===== src/core/pwg_consts.vh =====
/*
 holds the command codes, register reset values, protection levels and field positions
 of the write guard and setpoint register slice.
 assumes it is included by bare name from core design files only.
*/
// Summary of operation
// - the protection level resets to 00h, and at that level every command accepts writes.
// - at level 40h only protection level, run control, fault clear and page select accept writes.
// - at level 20h on/off configuration, setpoint and trim also accept writes, others are refused.
// - writing any protection value other than 00h, 20h or 40h raises an invalid data fault.
// - the voltage format code is one read-only shared byte that always reads 40h.
// - each output regulates to its own setpoint whenever its run control selects nominal.
// - the setpoint is an unsigned 16-bit millivolt value reset to 0384h, stored as written without bounds.
// - the trim is added as a fixed offset to the source chosen by run control to form the voltage target.
// - the trim is a signed 16-bit millivolt value reset to 0000h, stored as written without a range limit.
// - protection level and format code are shared, setpoint and trim are held per output.
// - per-output commands follow the page, 00h output 0, 01h output 1, FFh both outputs on writes and output 0 on reads.
// - run control source 00 selects the setpoint, 01 the low margin, 10 the high margin.
// - direct-format words are two-byte two's-complement integers.
`ifndef PWG_CONSTS_VH
`define PWG_CONSTS_VH

`define PWG_CMD_PAGE 8'h00
`define PWG_CMD_RUN_CTRL 8'h01
`define PWG_CMD_ONOFF_CFG 8'h02
`define PWG_CMD_CLEAR_FAULTS 8'h03
`define PWG_CMD_WRITE_LOCK 8'h10
`define PWG_CMD_FORMAT 8'h20
`define PWG_CMD_SETPOINT 8'h21
`define PWG_CMD_TRIM 8'h22

`define PWG_LOCK_NONE 8'h00
`define PWG_LOCK_PARTIAL 8'h20
`define PWG_LOCK_FULL 8'h40
`define PWG_FORMAT_VALUE 8'h40
`define PWG_SETPOINT_RESET 16'h0384
`define PWG_TRIM_RESET 16'h0000
`define PWG_TRIM_LIMIT 16'h00FA

`define PWG_PAGE_OUT0 8'h00
`define PWG_PAGE_OUT1 8'h01
`define PWG_PAGE_BOTH 8'hFF

`define PWG_SRC_NOMINAL 2'b00
`define PWG_SRC_LOW 2'b01
`define PWG_SRC_HIGH 2'b10
`define PWG_SRC_MSB 5
`define PWG_SRC_LSB 4

`endif


===== src/core/pwg_out_regs.v =====
/*
 holds the setpoint and trim words of one output and forms its voltage target.
 assumes the parent decides acceptance and page selection; writes arrive as one-cycle strobes.
*/
`default_nettype none
`include "pwg_consts.vh"
module pwg_out_regs
#(
   parameter WIDTH = 16
)
(
   input wire core_clk_in,
   input wire nrst_in,
   input wire set_we_in,
   input wire trim_we_in,
   input wire [WIDTH-1:0] wdata_in,
   input wire [1:0] src_sel_in,
   input wire [WIDTH-1:0] low_margin_level_in,
   input wire [WIDTH-1:0] high_margin_level_in,
   output reg [WIDTH-1:0] output_setpoint_out,
   output reg [WIDTH-1:0] output_trim_offset_out,
   output reg [WIDTH-1:0] target_out
);
   reg [WIDTH-1:0] next_target;
   reg [WIDTH-1:0] base;

   // setpoint and trim storage, separate copy per output
   always @(posedge core_clk_in or negedge nrst_in)
   begin
      if (!nrst_in)
      begin
         output_setpoint_out <= `PWG_SETPOINT_RESET;
         output_trim_offset_out <= `PWG_TRIM_RESET;
      end
      else
      begin
         if (set_we_in)
            output_setpoint_out <= wdata_in;
         if (trim_we_in)
            output_trim_offset_out <= wdata_in;
      end
   end

   // source choice then trim as fixed offset, wraps in 16 bits
   always @*
   begin
      case (src_sel_in)
         `PWG_SRC_NOMINAL: base = output_setpoint_out;
         `PWG_SRC_LOW: base = low_margin_level_in;
         `PWG_SRC_HIGH: base = high_margin_level_in;
         default: base = output_setpoint_out;
      endcase
      next_target = base + output_trim_offset_out;
   end

   // target registered so the data output comes from a flip-flop
   always @(posedge core_clk_in or negedge nrst_in)
   begin
      if (!nrst_in)
         target_out <= `PWG_SETPOINT_RESET;
      else
         target_out <= next_target;
   end
endmodule
`default_nettype wire


===== src/core/pwg_write_guard.v =====
/*
 holds the write guard and the shared registers of the setpoint slice, decodes command
 writes and reads, and instantiates one setpoint/trim bank per output.
 assumes a protocol front end delivers assembled command writes and reads as one-cycle
 strobes on core_clk_in, and that page, run control and margin levels live elsewhere.
*/
`default_nettype none
`include "pwg_consts.vh"
module pwg_write_guard
#(
   parameter WIDTH = 16
)
(
   input wire core_clk_in,
   input wire nrst_in,
   input wire wr_in,
   input wire rd_in,
   input wire [7:0] cmd_in,
   input wire [WIDTH-1:0] wdata_in,
   input wire [7:0] page_in,
   input wire [7:0] run_ctrl0_in,
   input wire [7:0] run_ctrl1_in,
   input wire [WIDTH-1:0] low_margin_level0_in,
   input wire [WIDTH-1:0] high_margin_level0_in,
   input wire [WIDTH-1:0] low_margin_level1_in,
   input wire [WIDTH-1:0] high_margin_level1_in,
   output wire wr_accept_out,
   output reg wr_refused_out,
   output reg invalid_data_out,
   output reg rd_valid_out,
   output reg [WIDTH-1:0] rdata_out,
   output wire [WIDTH-1:0] target0_out,
   output wire [WIDTH-1:0] target1_out
);
   reg [7:0] write_lock_level;
   wire [WIDTH-1:0] set0;
   wire [WIDTH-1:0] set1;
   wire [WIDTH-1:0] trim0;
   wire [WIDTH-1:0] trim1;
   wire lock_wr;
   wire lock_ok;
   wire [1:0] sel;
   wire [1:0] set_we;
   wire [1:0] trim_we;
   wire [WIDTH-1:0] lo [0:1];
   wire [WIDTH-1:0] hi [0:1];
   wire [1:0] src [0:1];
   wire [WIDTH-1:0] tgt [0:1];
   wire [WIDTH-1:0] setv [0:1];
   wire [WIDTH-1:0] trimv [0:1];

   // permission of one command under a protection level
   function allowed;
      input [7:0] level;
      input [7:0] cmd;
      reg base_ok;
      begin
         base_ok = (cmd == `PWG_CMD_WRITE_LOCK) || (cmd == `PWG_CMD_RUN_CTRL) ||
            (cmd == `PWG_CMD_CLEAR_FAULTS) || (cmd == `PWG_CMD_PAGE);
         case (level)
            `PWG_LOCK_NONE: allowed = 1'b1;
            `PWG_LOCK_FULL: allowed = base_ok;
            `PWG_LOCK_PARTIAL: allowed = base_ok || (cmd == `PWG_CMD_ONOFF_CFG) ||
               (cmd == `PWG_CMD_SETPOINT) || (cmd == `PWG_CMD_TRIM);
            default: allowed = 1'b1;
         endcase
      end
   endfunction

   // legal protection values
   function lock_legal;
      input [7:0] v;
      begin
         lock_legal = (v == `PWG_LOCK_NONE) || (v == `PWG_LOCK_PARTIAL) ||
            (v == `PWG_LOCK_FULL);
      end
   endfunction

   // acceptance and page decode
   assign wr_accept_out = wr_in && allowed(write_lock_level, cmd_in);
   assign lock_wr = wr_accept_out && (cmd_in == `PWG_CMD_WRITE_LOCK);
   assign lock_ok = lock_legal(wdata_in[7:0]);
   assign sel[0] = (page_in == `PWG_PAGE_OUT0) || (page_in == `PWG_PAGE_BOTH);
   assign sel[1] = (page_in == `PWG_PAGE_OUT1) || (page_in == `PWG_PAGE_BOTH);
   assign src[0] = run_ctrl0_in[`PWG_SRC_MSB:`PWG_SRC_LSB];
   assign src[1] = run_ctrl1_in[`PWG_SRC_MSB:`PWG_SRC_LSB];
   assign lo[0] = low_margin_level0_in;
   assign lo[1] = low_margin_level1_in;
   assign hi[0] = high_margin_level0_in;
   assign hi[1] = high_margin_level1_in;

   // one setpoint/trim bank per output
   genvar gi;
   generate
      for (gi = 0; gi < 2; gi = gi + 1)
      begin : g_out
         assign set_we[gi] = wr_accept_out && sel[gi] && (cmd_in == `PWG_CMD_SETPOINT);
         assign trim_we[gi] = wr_accept_out && sel[gi] && (cmd_in == `PWG_CMD_TRIM);
         pwg_out_regs #(.WIDTH(WIDTH)) u_out
         (
            .core_clk_in(core_clk_in),
            .nrst_in(nrst_in),
            .set_we_in(set_we[gi]),
            .trim_we_in(trim_we[gi]),
            .wdata_in(wdata_in),
            .src_sel_in(src[gi]),
            .low_margin_level_in(lo[gi]),
            .high_margin_level_in(hi[gi]),
            .output_setpoint_out(setv[gi]),
            .output_trim_offset_out(trimv[gi]),
            .target_out(tgt[gi])
         );
      end
   endgenerate

   assign set0 = setv[0];
   assign set1 = setv[1];
   assign trim0 = trimv[0];
   assign trim1 = trimv[1];
   assign target0_out = tgt[0];
   assign target1_out = tgt[1];

   // shared protection level, illegal values kept out and flagged
   always @(posedge core_clk_in or negedge nrst_in)
   begin
      if (!nrst_in)
      begin
         write_lock_level <= `PWG_LOCK_NONE;
         invalid_data_out <= 1'b0;
         wr_refused_out <= 1'b0;
      end
      else
      begin
         if (lock_wr && lock_ok)
            write_lock_level <= wdata_in[7:0];
         invalid_data_out <= lock_wr && !lock_ok;
         wr_refused_out <= wr_in && !wr_accept_out;
      end
   end

   // read mux; page FFh reads output 0; unmapped reads zero
   always @(posedge core_clk_in or negedge nrst_in)
   begin
      if (!nrst_in)
      begin
         rd_valid_out <= 1'b0;
         rdata_out <= {WIDTH{1'b0}};
      end
      else
      begin
         rd_valid_out <= rd_in;
         if (rd_in)
         begin
            case (cmd_in)
               `PWG_CMD_WRITE_LOCK: rdata_out <= {{(WIDTH-8){1'b0}}, write_lock_level};
               `PWG_CMD_FORMAT: rdata_out <= {{(WIDTH-8){1'b0}}, `PWG_FORMAT_VALUE};
               `PWG_CMD_SETPOINT: rdata_out <= sel[0] ? set0 : set1;
               `PWG_CMD_TRIM: rdata_out <= sel[0] ? trim0 : trim1;
               default: rdata_out <= {WIDTH{1'b0}};
            endcase
         end
      end
   end
endmodule
`default_nettype wire


===== config.mk =====
export PLATFORM = sky130hd
export DESIGN_NAME = pwg_write_guard
export DESIGN_NICKNAME = d
export VERILOG_FILES = /design/src/core/pwg_out_regs.v /design/src/core/pwg_write_guard.v
export VERILOG_INCLUDE_DIRS = /design/src /design/src/core
export SDC_FILE = /design/constraint.sdc
export NUM_CORES = 1
export LEC_CHECK = 0
export ABC_AREA = 1
export BUFFER_PORTS_ARGS = -buffer_cell sky130_fd_sc_hd__buf_2
export CORE_MARGIN = 1.5
export CORE_UTILIZATION = 48
export CTS_CLUSTER_SIZE = 24
export DETAILED_ROUTE_END_ITERATION = 6
export GPL_ROUTABILITY_DRIVEN = 0
export HOLD_SLACK_MARGIN = 0.02
export PLACE_DENSITY_LB_ADDON = 0.15
export SYNTH_ARGS = -nofsm -noshare
export SYNTH_HDL_FRONTEND = slang
export SYNTH_SLANG_ARGS = --single-unit

===== constraint.sdc =====
create_clock -name core_clk_in -period 2.4 [get_ports core_clk_in]
set_input_delay 0.12 -clock core_clk_in [delete_from_list [all_inputs] [get_ports core_clk_in]]
set_output_delay 0.12 -clock core_clk_in [all_outputs]
set_load 0.05 [all_outputs]

==> impl_results.md <==
* Hold-critical path depth at 1
* Vias in the first global route at around 7.3k
* RR Endpoint: g_out[0].u_out.target_out[14]
* Routed WL per cell at ~15 um
* Antenna violations before repair at 0
* Buf/Inv on CP at 4
* WP data required at between 2000 and 3000 ps
* I/O pin total at between 150 and 200
* Final net count at between 1k and 1.5k
* Largest net degree at the start of global routing at 44
* # setup viols final at 0
* Tcrit/Tclk final at about 92%
* Min-delay src: rd_in
* Crit path kind: reg -> reg
* # rows at 45
* Largest delay share family, worst path: simple AND/OR/NAND/NOR gates
* Max Slew Vio Count at 0
* Maxcap violations at 0
* Worst Setup Start Kind: flip-flop
* Post-Syn Instances at between 900 and 1k
* Post-synth top cells: 354 x nand2_1, 113 x inv_1, 107 x dfrtp_1
* Synth area leader: dfrtp_1
* Setup bufs post-CTS at 0
* Most used DFF post-synth: dfrtp_1
* Static Leak at between 5 and 6 nW
* Clk buf depth at 2
* Worst min path class: in -> reg
* Share of cells above drive strength 1 at between 20% and 30%
* Num Clock Sinks at between 100 and 150
* # H-tree levels at 4
* Crit-path slowest cell: fa_1
* Vias/cell at 5.18
* Total iterations of the first detailed-routing run at 5
* Most instantiated library cell after synthesis: nand2_1
* Async set or reset register ratio after synthesis at 100%
* First-pass GRT wire length at about 35 mm
* Max rail drop VDD at about 0.00046 V
* Num CTS Buffers at 17
* Max_slew headroom at between 60 and 70%
* Core Util, Final at between 60 and 70%
* # diodes at 0
* Yosys reg bits at between 100 and 150
* Top cell type's share of synthesized area at approximately 35%
* Setup WS post-layout at just under 200 ps
* CP most frequent cell: inv_1
* Worst-path clk slew at approximately 60 ps
* Post-synth EDFFs at 0
* CTS tree: done
* Post-Place Setup Slack at -218 ps
* Avg Cell Area, Syn at about 7.7 um^2
* Largest cells by area after synthesis: dfrtp_1 35%, nand2_1 18%, ha_1 5.6%, inv_1 5.6%, dfstp_2 5.6%
* Setup slack, reg-to-reg at 200 ps
* Chip Height at approximately 130 um
* Worst Tran Pin Value at roughly 570 ps
* Initial core utilization at between 40 and 50%
* Netlist cell types at 39
* Worst Clk Skew at between 5 and 6 ps
* Worst-path fanout max at 3
* Crit end category: flip-flop
* CORE AREA at 0.0153 mm^2
* Overall die area at 0.0165 mm^2
* Hold Vio Cnt, Final at 0
* Clock root cell: clkbuf_16
* Worst path max stage delay at between 400 and 500 ps
* Reg2Reg Depth at 14
* Area Growth Syn to Fin at 30.9%
* Vias at about 7.5k
* DR iter-0 viols at 572
* Port bufs at between 150 and 200
* Dpl hpwl at approximately 16 mm
* Routed Antenna Nets at 0
* Worst Hold End: rd_valid_out
* Power per cell area at about 600 mW/mm^2
* Crit path cell chain: o21ai_0 -> inv_1 -> ha_1 -> inv_1 -> fa_1 -> inv_1 -> nand3_1 -> nand2_2 -> a21boi_1 -> nor3_1 -> buf_4 -> nand2_1 -> nand3_1 -> nand2_1
* Wirelength, routed at about 22 mm
* Period minus WS final at approximately 2200 ps
* Final Power at 5.97 mW
* GRT Total Usage at between 20% and 30%
* Synthesis Warnings at 0
* Syn Nets at roughly 1.1k
* Critical Path Source: g_out[0].u_out.output_setpoint_out[0]
* Fmax at 0.454 GHz
* Sequential area share after synthesis at around two fifths
* Worst Path Arrival at about 2500 ps
* RSZ-0062 raised after global routing: false
* Status: finished, final reports clean
* Grt ovf at 0
* Die Wd at approximately 130 um
* Worst hold slack at approximately 57 ps
* Worst-Skew Late Latency at 410 ps
* Mapped Area at ~0.0076 mm^2
* DRC at 0
* Worst flop-to-flop path startpoint: g_out[0].u_out.output_setpoint_out[0]
==> sequential cells by signal, summed over array words and instances (netlist names) <==
| register | count |
|---|---|
| write_lock_level | 8 |
| g_out.u_out.output_setpoint_out | 32 |
| rdata_out | 16 |
| g_out.u_out.target_out | 32 |
| wr_refused_out | 1 |
| invalid_data_out | 1 |
| rd_valid_out | 1 |
| g_out.u_out.output_trim_offset_out | 32 |
==> power breakdown <==
part	internal, mW	switching [mW]
sequential	2.15	0.0155
combinational	0.386	0.665
clock	1.81	0.942
==> cell usage in the layout (no fill, tap or decap), drive strengths merged, types with 3 or more instances in the layout <==
master,synthesis,final
nand2,360,360
buf,15,241
inv,116,116
dfrtp,107,107
nand3,59,59
o21ai,58,58
nor2,42,42
a21oi,34,34
ha,34,34
a221o,30,30
nand3b,23,23
clkbuf,21,20
dlygate4sd3,0,17
dfstp,16,16
xor2,14,14
nor3,14,14
xnor2,13,13
clkinv,2,8
nand4,8,8
o21bai,4,4
bufinv,0,4
a21boi,4,4
a21o,3,3
==> repair_timing <==
item,in CTS,in global routing
hold endpoints to repair,84,0
resized for setup,0,4
hold buffers,17,0
endpoints found under the setup margin,0,2
==> worst max path at each step <==
stage	to	cells past startpoint	slack, ps
4_1_cts	g_out[0].u_out.target_out[14]	14	170
3_3_place_gp	g_out[0].u_out.target_out[13]	15	-140
3_5_place_dp	g_out[0].u_out.target_out[14]	18	-220
5_1_grt	g_out[0].u_out.target_out[14]	15	10
2_1_floorplan	g_out[0].u_out.target_out[14]	18	2
6_report	g_out[0].u_out.target_out[14]	14	200
==> through the flow <==
step / setup TNS [ps] / area [um^2] / std cells
floorplan: 0 / 7570 / 986
global placement: -1080 / 9080 / 1402
detailed placement: -1600 / 9080 / 1402
CTS: 0 / 9890 / 1451
global route: 0 / 9890 / 1451
finish: 0 / 9890 / 1451
==> metal layers <==
metal / track usage [%] / wire length, um / vias up
met4: 6.08 / 286 / 0
met2: 47.4 / 10900 / 243
met3: 4.37 / 1190 / 22
met1: 35.9 / 9420 / 3588
li1: - / - / 3670
met5: 0 / 0 / -
==> cells by family after synthesis <==
group | share of synthesized area [%]
buffers and inverters | 8.21
flip-flops | 41.0
AO/OA/AOI/OAI | 11.5
AND/OR/NAND/NOR | 30.0
XOR/XNOR | 3.13
adder cells (fa/ha/maj) | 6.16
==> layout make-up <==
class	count	area, um^2
fill	1381	5420
multi-input combinational	709	3850
sequential	123	3100
timing repair buffer	258	1610
clock buffer	20	467
inverter	118	443
tap	211	264
clock inverter	12	169
Note: power is estimated with default switching activity, not from simulation.
